## config.mk

```make
export PLATFORM = sky130hd
export DESIGN_NAME = core_interrupt_and_timer_option
export DESIGN_NICKNAME = d
export VERILOG_FILES = /design/src/hw/core_int_pkg.sv /design/src/hw/core_interrupt_and_timer_option.sv
export VERILOG_INCLUDE_DIRS = /design/src /design/src/hw
export SDC_FILE = /design/constraint.sdc
export NUM_CORES = 1
export LEC_CHECK = 0
export ABC_AREA = 1
export BUFFER_PORTS_ARGS = -buffer_cell sky130_fd_sc_hd__buf_2
export CAP_MARGIN = 30
export CORE_MARGIN = 10
export CORE_UTILIZATION = 55
export CTS_BUF_LIST = sky130_fd_sc_hd__clkbuf_4 sky130_fd_sc_hd__clkbuf_8 sky130_fd_sc_hd__clkbuf_16
export DETAILED_ROUTE_END_ITERATION = 10
export PLACE_DENSITY = 0.89
export SETUP_SLACK_MARGIN = 0.4
export SLEW_MARGIN = 20
export SYNTH_ARGS = -nofsm -noshare
export SYNTH_HDL_FRONTEND = slang
export SYNTH_SLANG_ARGS = --single-unit
```

## constraint.sdc

```tcl
create_clock -name clock -period 4.57 [get_ports clock]
set_input_delay 0.457 -clock clock [delete_from_list [all_inputs] [get_ports clock]]
set_output_delay 0.457 -clock clock [all_outputs]
set_load 0.005 [all_outputs]
```

## src/hw/core_int_defs.svh

```systemverilog
// register offsets, field positions and reset values
// for the core interrupt and timer option block.
// assumes a 9-bit register address space on a plain strobe port.
`ifndef CORE_INT_DEFS_SVH
`define CORE_INT_DEFS_SVH

// ----------------------------------------------------------------
// register offsets
// ----------------------------------------------------------------
`define ADDR_TIMER_PRESCALE_CONFIG    9'h081
`define ADDR_TIMER_PRESCALE_CONFIG_M  9'h181
`define ADDR_CORE_INTERRUPT_CONTROL   9'h10b
`define ADDR_CORE_INTERRUPT_CONTROL_M 9'h18b
`define ADDR_EVENT_STATUS             9'h1f0
`define ADDR_EVENT_MASK               9'h1f1

// ----------------------------------------------------------------
// timer_prescale_config fields
// ----------------------------------------------------------------
`define BIT_PULLUP_DISABLE_N     7
`define BIT_EXT_INT_EDGE_SEL     6
`define BIT_TIMER_ZERO_CLK_SRC   5
`define BIT_TIMER_ZERO_SRC_EDGE  4
`define BIT_PRESCALER_ASSIGN     3
`define MSB_PRESCALE_RATE        2
`define LSB_PRESCALE_RATE        0

// ----------------------------------------------------------------
// core_interrupt_control fields
// ----------------------------------------------------------------
`define BIT_GLOBAL_INT_EN        7
`define BIT_PERIPH_INT_EN        6
`define BIT_TIMER_ZERO_OVF_EN    5
`define BIT_EXT_PIN_INT_EN       4
`define BIT_PORT_CHANGE_INT_EN   3
`define BIT_TIMER_ZERO_OVF_FLAG  2
`define BIT_EXT_PIN_INT_FLAG     1
`define BIT_PORT_CHANGE_FLAG     0

// ----------------------------------------------------------------
// event status / mask fields
// ----------------------------------------------------------------
`define EVT_PORT_CHANGE          0
`define EVT_EXT_PIN              1
`define EVT_TIMER_ZERO_OVF       2
`define EVT_WIDTH                3

// ----------------------------------------------------------------
// reset values
// ----------------------------------------------------------------
`define RST_TIMER_PRESCALE_CONFIG 8'hff
`define RST_CORE_INTERRUPT_CTRL   8'h00
`define RST_EVENT_MASK            3'h0

`endif

```

## src/hw/core_int_pkg.sv

```systemverilog
// types shared by the core interrupt and timer option block.
// assumes core_int_defs.svh supplies the numeric constants.
package core_int_pkg;

  typedef logic [7:0] reg8_t;

  // which counter owns the shared prescaler
  typedef enum logic {
    PRESC_TIMER_ZERO,
    PRESC_WATCHDOG
  } presc_owner_e;

endpackage

```

## src/hw/core_interrupt_and_timer_option.sv

```systemverilog
// core interrupt control plus timer-zero / watchdog prescaler options.
// assumes all pin inputs are synchronous to clock, the timer-zero
// counter and watchdog counter live outside and consume the tick
// outputs, and the timer reports its overflow as a one-cycle pulse.
//
// Implementation choice: the strobed register port.
`timescale 1ns/10ps
`include "core_int_defs.svh"

module core_interrupt_and_timer_option
  import core_int_pkg::*;
(
  input  wire logic       clock,               // instruction clock
  input  wire logic       rst,                 // sync reset, high
  input  wire logic [8:0] regAddr,             // register address
  input  wire logic [7:0] regWdata,            // write data
  input  wire logic       regWr,               // write strobe
  input  wire logic       regRd,               // read strobe
  output logic      [7:0] regRdata,            // read data, next cycle
  input  wire logic       extIntPin,           // external interrupt pin
  input  wire logic [3:0] upperPortPins,       // port pins 7..4
  input  wire logic [7:0] portLatch,           // second port latch
  input  wire logic       timerZeroExtClkPin,  // timer zero ext clock
  input  wire logic       timerZeroOvf,        // timer overflow pulse
  input  wire logic       watchdogOscTick,     // watchdog osc pulse
  input  wire logic       periphIntReq,        // any enabled periph flag
  output logic      [7:0] pullupEn,            // per-pin pull-up enable
  output logic            timerZeroInc,        // timer increment pulse
  output logic            watchdogInc,         // watchdog incr pulse
  output logic            coreIntReq,          // request to the core
  output logic            irq                  // masked event interrupt
);

  // ----------------------------------------------------------------
  // registers
  // ----------------------------------------------------------------
  reg8_t                  optionCfg_ff;
  reg8_t                  intCtrl_ff;
  logic [`EVT_WIDTH-1:0]  evtStatus_ff;
  logic [`EVT_WIDTH-1:0]  evtMask_ff;
  logic [7:0]             rdata_ff;
  logic                   extPinPrev_ff;
  logic [3:0]             portPrev_ff;
  logic                   t0ClkPrev_ff;
  logic [7:0]             prescCnt_ff;
  presc_owner_e           prescOwnerPrev_ff;
  logic [7:0]             pullup_ff;
  logic                   t0Inc_ff;
  logic                   wdInc_ff;
  logic                   coreReq_ff;
  logic                   irq_ff;

  // ----------------------------------------------------------------
  // address decode
  // ----------------------------------------------------------------
  wire logic selOption = (regAddr == `ADDR_TIMER_PRESCALE_CONFIG) ||
                         (regAddr == `ADDR_TIMER_PRESCALE_CONFIG_M);
  wire logic selIntCtrl = (regAddr == `ADDR_CORE_INTERRUPT_CONTROL) ||
                          (regAddr == `ADDR_CORE_INTERRUPT_CONTROL_M);
  wire logic selStatus = (regAddr == `ADDR_EVENT_STATUS);
  wire logic selMask   = (regAddr == `ADDR_EVENT_MASK);

  wire logic wrOption  = regWr & selOption;
  wire logic wrIntCtrl = regWr & selIntCtrl;
  wire logic wrMask    = regWr & selMask;
  wire logic rdStatus  = regRd & selStatus;

  // unmapped addresses read as zero
  wire logic [7:0] nxt_rdata =
      selOption  ? optionCfg_ff :
      selIntCtrl ? intCtrl_ff :
      selStatus  ? {5'h00, evtStatus_ff} :
      selMask    ? {5'h00, evtMask_ff} : 8'h00;

  // ----------------------------------------------------------------
  // option fields
  // ----------------------------------------------------------------
  wire logic       pullupDisableN  = optionCfg_ff[`BIT_PULLUP_DISABLE_N];
  wire logic       extIntEdgeSel   = optionCfg_ff[`BIT_EXT_INT_EDGE_SEL];
  wire logic       timerZeroClkSrc = optionCfg_ff[`BIT_TIMER_ZERO_CLK_SRC];
  wire logic       timerZeroSrcEdge= optionCfg_ff[`BIT_TIMER_ZERO_SRC_EDGE];
  wire logic       prescalerAssign = optionCfg_ff[`BIT_PRESCALER_ASSIGN];
  wire logic [2:0] prescaleRate    =
      optionCfg_ff[`MSB_PRESCALE_RATE:`LSB_PRESCALE_RATE];

  // ----------------------------------------------------------------
  // interrupt control fields
  // ----------------------------------------------------------------
  wire logic globalIntEn       = intCtrl_ff[`BIT_GLOBAL_INT_EN];
  wire logic periphIntEn       = intCtrl_ff[`BIT_PERIPH_INT_EN];
  wire logic timerZeroOvfIntEn = intCtrl_ff[`BIT_TIMER_ZERO_OVF_EN];
  wire logic extPinIntEn       = intCtrl_ff[`BIT_EXT_PIN_INT_EN];
  wire logic portChangeIntEn   = intCtrl_ff[`BIT_PORT_CHANGE_INT_EN];
  wire logic timerZeroOvfFlag  = intCtrl_ff[`BIT_TIMER_ZERO_OVF_FLAG];
  wire logic extPinIntFlag     = intCtrl_ff[`BIT_EXT_PIN_INT_FLAG];
  wire logic portChangeFlag    = intCtrl_ff[`BIT_PORT_CHANGE_FLAG];

  // ----------------------------------------------------------------
  // pull-ups
  // ----------------------------------------------------------------
  wire logic [7:0] nxt_pullup =
      pullupDisableN ? 8'h00 : portLatch;

  // ----------------------------------------------------------------
  // event detection
  // ----------------------------------------------------------------
  wire logic extRise = extIntPin & ~extPinPrev_ff;
  wire logic extFall = ~extIntPin & extPinPrev_ff;
  wire logic extPinEvt = extIntEdgeSel ? extRise : extFall;
  // compares against last sample; a change that reverts within one
  // cycle of the clock is not seen
  wire logic portChangeEvt = |(upperPortPins ^ portPrev_ff);

  // ----------------------------------------------------------------
  // timer zero source and shared prescaler
  // ----------------------------------------------------------------
  wire logic t0Rise = timerZeroExtClkPin & ~t0ClkPrev_ff;
  wire logic t0Fall = ~timerZeroExtClkPin & t0ClkPrev_ff;
  wire logic t0ExtEdge = timerZeroSrcEdge ? t0Fall : t0Rise;
  wire logic t0SrcTick = timerZeroClkSrc ? t0ExtEdge : 1'b1;

  wire presc_owner_e prescOwner =
      prescalerAssign ? PRESC_WATCHDOG : PRESC_TIMER_ZERO;
  wire logic prescIn = (prescOwner == PRESC_WATCHDOG) ?
                       watchdogOscTick : t0SrcTick;
  // watchdog gets half the timer ratio for the same code
  wire logic [3:0] prescShift = (prescOwner == PRESC_WATCHDOG) ?
      {1'b0, prescaleRate} : {1'b0, prescaleRate} + 4'h1;
  wire logic [8:0] prescRatio = 9'h001 << prescShift;
  wire logic [8:0] prescLimit = prescRatio - 9'h001;
  wire logic prescWrap = prescIn && (prescCnt_ff == prescLimit[7:0]);
  // counter restarts when ownership changes so neither sees a short
  // first period inherited from the other
  wire logic ownerSwap = (prescOwner != prescOwnerPrev_ff);
  wire logic [7:0] nxt_prescCnt =
      ownerSwap ? 8'h00 :
      prescWrap ? 8'h00 :
      prescIn   ? prescCnt_ff + 8'h01 : prescCnt_ff;

  wire logic nxt_t0Inc = (prescOwner == PRESC_TIMER_ZERO) ?
      (prescWrap & ~ownerSwap) : t0SrcTick;
  wire logic nxt_wdInc = (prescOwner == PRESC_WATCHDOG) ?
      (prescWrap & ~ownerSwap) : watchdogOscTick;

  // ----------------------------------------------------------------
  // interrupt control register: set wins over software clear
  // ----------------------------------------------------------------
  wire logic [2:0] hwSet = {timerZeroOvf, extPinEvt, portChangeEvt};
  wire logic [2:0] swFlags = wrIntCtrl ? regWdata[2:0] : intCtrl_ff[2:0];
  wire logic [2:0] nxt_flags = swFlags | hwSet;
  wire logic [4:0] nxt_enables =
      wrIntCtrl ? regWdata[7:3] : intCtrl_ff[7:3];
  wire reg8_t nxt_intCtrl = {nxt_enables, nxt_flags};

  // ----------------------------------------------------------------
  // core request
  // ----------------------------------------------------------------
  wire logic coreSrcReq =
      (timerZeroOvfIntEn & timerZeroOvfFlag) |
      (extPinIntEn & extPinIntFlag) |
      (portChangeIntEn & portChangeFlag);
  wire logic periphReq = periphIntEn & periphIntReq;
  wire logic nxt_coreReq = globalIntEn & (coreSrcReq | periphReq);

  // ----------------------------------------------------------------
  // event status / mask, read clears, set wins
  // ----------------------------------------------------------------
  wire logic [`EVT_WIDTH-1:0] evtSet = hwSet;
  wire logic [`EVT_WIDTH-1:0] nxt_evtStatus =
      (rdStatus ? {`EVT_WIDTH{1'b0}} : evtStatus_ff) | evtSet;
  wire logic [`EVT_WIDTH-1:0] nxt_evtMask =
      wrMask ? regWdata[`EVT_WIDTH-1:0] : evtMask_ff;
  wire logic nxt_irq = |(nxt_evtStatus & nxt_evtMask);

  // ----------------------------------------------------------------
  // flip-flops
  // ----------------------------------------------------------------
  always_ff @(posedge clock) begin
    if (rst) begin
      optionCfg_ff <= `RST_TIMER_PRESCALE_CONFIG;
    end else if (wrOption) begin
      optionCfg_ff <= regWdata;
    end
  end

  always_ff @(posedge clock) begin
    if (rst) begin
      intCtrl_ff <= `RST_CORE_INTERRUPT_CTRL;
    end else begin
      intCtrl_ff <= nxt_intCtrl;
    end
  end

  always_ff @(posedge clock) begin
    if (rst) begin
      evtStatus_ff <= {`EVT_WIDTH{1'b0}};
    end else begin
      evtStatus_ff <= nxt_evtStatus;
    end
  end

  always_ff @(posedge clock) begin
    if (rst) begin
      evtMask_ff <= `RST_EVENT_MASK;
    end else begin
      evtMask_ff <= nxt_evtMask;
    end
  end

  always_ff @(posedge clock) begin
    if (rst) begin
      rdata_ff <= 8'h00;
    end else begin
      rdata_ff <= regRd ? nxt_rdata : 8'h00;
    end
  end

  // pins sampled once; reset loads zero as the reference, so a pin
  // already high at reset release raises an edge on the next cycle
  always_ff @(posedge clock) begin
    if (rst) begin
      extPinPrev_ff <= 1'b0;
      portPrev_ff   <= 4'h0;
      t0ClkPrev_ff  <= 1'b0;
    end else begin
      extPinPrev_ff <= extIntPin;
      portPrev_ff   <= upperPortPins;
      t0ClkPrev_ff  <= timerZeroExtClkPin;
    end
  end

  always_ff @(posedge clock) begin
    if (rst) begin
      prescCnt_ff <= 8'h00;
    end else begin
      prescCnt_ff <= nxt_prescCnt;
    end
  end

  always_ff @(posedge clock) begin
    if (rst) begin
      prescOwnerPrev_ff <= PRESC_WATCHDOG;
    end else begin
      prescOwnerPrev_ff <= prescOwner;
    end
  end

  always_ff @(posedge clock) begin
    if (rst) begin
      t0Inc_ff <= 1'b0;
    end else begin
      t0Inc_ff <= nxt_t0Inc;
    end
  end

  always_ff @(posedge clock) begin
    if (rst) begin
      wdInc_ff <= 1'b0;
    end else begin
      wdInc_ff <= nxt_wdInc;
    end
  end

  always_ff @(posedge clock) begin
    if (rst) begin
      pullup_ff <= 8'h00;
    end else begin
      pullup_ff <= nxt_pullup;
    end
  end

  always_ff @(posedge clock) begin
    if (rst) begin
      coreReq_ff <= 1'b0;
    end else begin
      coreReq_ff <= nxt_coreReq;
    end
  end

  always_ff @(posedge clock) begin
    if (rst) begin
      irq_ff <= 1'b0;
    end else begin
      irq_ff <= nxt_irq;
    end
  end

  // ----------------------------------------------------------------
  // outputs
  // ----------------------------------------------------------------
  assign regRdata     = rdata_ff;
  assign pullupEn     = pullup_ff;
  assign timerZeroInc = t0Inc_ff;
  assign watchdogInc  = wdInc_ff;
  assign coreIntReq   = coreReq_ff;
  assign irq          = irq_ff;

endmodule

```

==> impl_results.md <==
- Area growth, synth to finish: 20.77%
- Internal Dissipation: 859.8 uW
- P per Cell Area: 336.2 nW/um^2
- Seq cells post-synth: 57
- Slowest CP cell: dfxtp_1
- Floorplan core area: 4755 um^2
- Placed Cells: 503
- Chain of cells forming the critical path: ha_1, nand2_2, nand2_4, nand2_4, nor2_4, nand3_1, ha_1, xor2_1, o21ai_0, nor2_1, nand2_1, nor2_1, nand3_1, nor2_2, nand2_2, nand2_4, nor2_2
- GP Congestion: 0.8689
- Vias in the first global route: 2600
- Status: complete, no violations
- Post-Synthesis Cells: 384
- Worst path depth: 17
- Die height: 90.36 um
- Clock-pin slew on the worst setup and hold paths: 0.07 ns
- Post-Syn Area: 2723 um^2
- Multi-input gate area: 1295 um^2
- Hold Path Stages: 3
- Worst setup skew after layout: 0.006057 ns
- First-pass GRT wire length: 11390 um
- Pre-CTS WS: 2.068 ns
- Hold Startpoint: portLatch[1]
- Final Hold Viols: 0
- Reg area: 1141 um^2
- WP buf/inv: 0
- Max Slew Vio Count: 0
- Critical path's largest stage delay: 0.44 ns
- Leak pwr: 1.634 nW
- Sw Share: 22.23%
- Net Count, Synth: 425
- CTS Buffer Depth: 2
- Slack of the critical path: 2.041 ns
- Drt pass-1 iters: 4
- P_sw: 245.8 uW
- Logic pwr share: 5.9%
- Post-DRT Antenna Nets: 0
- Final Cell Area: 3288 um^2
- CTS tree: built
- Synth warnings: 0
- Postcts setup bufs: 0
- Initial core utilization: 57.26%
- DR iter-0 viols: 121
- Sequential area share after synthesis: 41.91%
- Post-Place Cell Area: 3064 um^2
- Vias/cell: 4.956
- Post-Route WL: 6746 um
- Fin util: 69.16%
- Fillers: 398
- Reg power frac: 46.3%
- Cell Rows: 25
- Post-CTS Hold Fix Bufs: 0
- HP Class: primary input to flop
- Vias post-DR: 2572
- Most used cell along the critical path: nand2_4
- Arrival time worst endpoint: 2.77 ns
- Min cycle time layout: 2.529 ns
- Worst Path Max Fanout: 8
- Largest net degree at the start of global routing: 25
- IO Pins: 58
- GR Overflow Total: 0
- Fraction of layout cells with a size suffix above 1: 22.79%
- Crit Path Class: flop to flop
- Post-cts sizing count: 0
- Final Power: 1.106 mW
- Cell Count, Final, Fillers Out: 519
- Worst-Skew Late Latency: 0.34 ns
- Top delay family on crit path: simple AND/OR/NAND/NOR gates
- DIE AREA: 8164 um^2
- Post-route clock period utilization: 55.34%
- N_diodes: 0
- Port Buffers: 57
- H-tree depth: 3
- DRC: 0
- Worst r2r src: optionCfg_ff[1]$_SDFFE_PP1P_
- HPWL after detailed placement: 4970 um
- CTS Sinks: 57
- Required @ worst endpoint: 4.81 ns
- Mean Syn Cell Area: 7.090 um^2
- Worst reg2reg path depth: 17
- Initial antenna violation count: 0
- Clk pwr share: 47.8%
- Worst VDD drop: 0.2712 mV
- Max-slew headroom: 49.42%
- Fin nets: 488
- RSZ-0062 raised after global routing: no
- Least-Margin Pin Slew: 0.7559 ns
- Die width: 90.36 um
- Total GRT Usage: 16.80%
- F_max: 0.3954 GHz
- Distinct cells, synth: 31
- TritonCTS Buffers: 9
- Setup Total Neg Slack: 0 ns
- CP startpoint kind: flop
- Clock tree root driver cell: clkbuf_8
- Final Setup Violations: 0
- Critical path startpoint: optionCfg_ff[1]$_SDFFE_PP1P_
- Crit end category: flop
- Max Cap Viol: 0
- Worst hold slack: 0.3264 ns
- Wire per inst: 13.00 um
cell type report:
class | count | share of cell area, %
well taps | 67 | 2.549
repair buffers | 57 | 8.676
clock buffers | 11 | 4.414
flip-flops and latches | 57 | 34.70
multi-input cells | 255 | 39.38
inverters | 67 | 7.877
clock inverters | 5 | 2.397
worst paths after layout:
check | endpoint | slack [ns]
worst max-delay path | prescCnt_ff[0]$_SDFFE_PP0P_ | 2.04
worst max register to register | prescCnt_ff[0]$_SDFFE_PP0P_ | 2.04
worst min-delay path | pullupEn[1]$_SDFF_PP0_ | 0.33
worst min register to register | regRdata[7]$_SDFF_PP0_ | 0.47
worst register-to-register path: stages (launching register included):
cell,delay (ns)
dfxtp_1,0.44
ha_1,0.24
nand2_2,0.08
nand2_4,0.09
nand2_4,0.07
nor2_4,0.10
nand3_1,0.09
ha_1,0.29
xor2_1,0.13
o21ai_0,0.09
nor2_1,0.09
nand2_1,0.06
nor2_1,0.11
nand3_1,0.08
nor2_2,0.19
nand2_2,0.09
nand2_4,0.15
nor2_2,0.05
state kept, by name (all words and copies together) (netlist names):
signal,cells
prescOwnerPrev_ff,1
pullupEn,8
extPinPrev_ff,1
timerZeroInc,1
coreIntReq,1
irq,1
evtMask_ff,3
portPrev_ff,4
intCtrl_ff,8
regRdata,8
optionCfg_ff,8
watchdogInc,1
t0ClkPrev_ff,1
evtStatus_ff,3
prescCnt_ff,8
synthesized netlist by cell type (all sizes together):
master	count	area, um^2
clkinv	2	7.510
and2	1	6.260
xnor2	1	8.760
a21oi	15	75.07
clkbuf	3	11.26
dfxtp	57	1141
ha	3	37.54
nor4	2	12.51
xor2	13	113.9
a41oi	3	26.28
buf	2	16.26
o21a	3	22.52
inv	65	251.5
o211ai	1	7.510
a31o	1	8.760
nor3	4	20.02
o21ai	21	105.1
nand2	99	416.6
nand3	22	125.1
a21boi	1	7.510
nand4	5	31.28
nor2	59	261.5
a221oi	1	8.760
cells by family after synthesis:
| kind of cell | after synthesis | share of synthesized area [%] |
|---|---|---|
| AND/OR/NAND/NOR | 192 | 32.08 |
| buffers and inverters | 72 | 10.52 |
| flip-flops | 57 | 41.91 |
| AO/OA/AOI/OAI | 46 | 9.605 |
| XOR/XNOR | 14 | 4.504 |
| adder cells (fa/ha/maj) | 3 | 1.379 |
power by group through the flow:
stage / clock network [mW] / logic, mW / registers, mW
6_report: 0.528 / 0.0651 / 0.512
5_1_grt: 0.557 / 0.0735 / 0.513
4_1_cts: 0.533 / 0.0646 / 0.512
3_5_place_dp: 0 / 0.0634 / 0.523
3_3_place_gp: 0 / 0.0615 / 0.523
2_1_floorplan: 0 / 0.0365 / 0.522
metal layers:
layer / share of wire [%] / wire (um) / track usage [%] / vias up
met1: 39 / 2653 / 17.36 / 1152
met3: 5.9 / 399 / 4.406 / 21
met2: 52 / 3504 / 30.15 / 79
met5: 0 / 0 / 0 / -
met4: 2.8 / 188 / 9.284 / 0
li1: - / - / - / 1320
placed cells by master, fill, tap and decap left out, types with 2 or more instances in the layout:
master / Yosys / final
a21oi_1: 15 / 15
clkbuf_8: 0 / 10
nor3_1: 4 / 4
nand3_2: 3 / 3
clkinv_1: 2 / 2
dfxtp_1: 57 / 57
o21ai_0: 21 / 21
bufinv_16: 0 / 2
nor2_4: 2 / 2
ha_1: 3 / 3
clkinv_2: 0 / 2
nor2_2: 10 / 10
nand4_1: 5 / 5
buf_2: 1 / 57
nor2_1: 47 / 47
nor4_1: 2 / 2
inv_1: 63 / 63
nand3_1: 19 / 19
nand2_1: 87 / 87
a41oi_1: 3 / 3
nand2_4: 3 / 3
nand2_2: 9 / 9
xor2_1: 13 / 13
o21a_1: 3 / 3
Power figures use the tool's default switching activity.
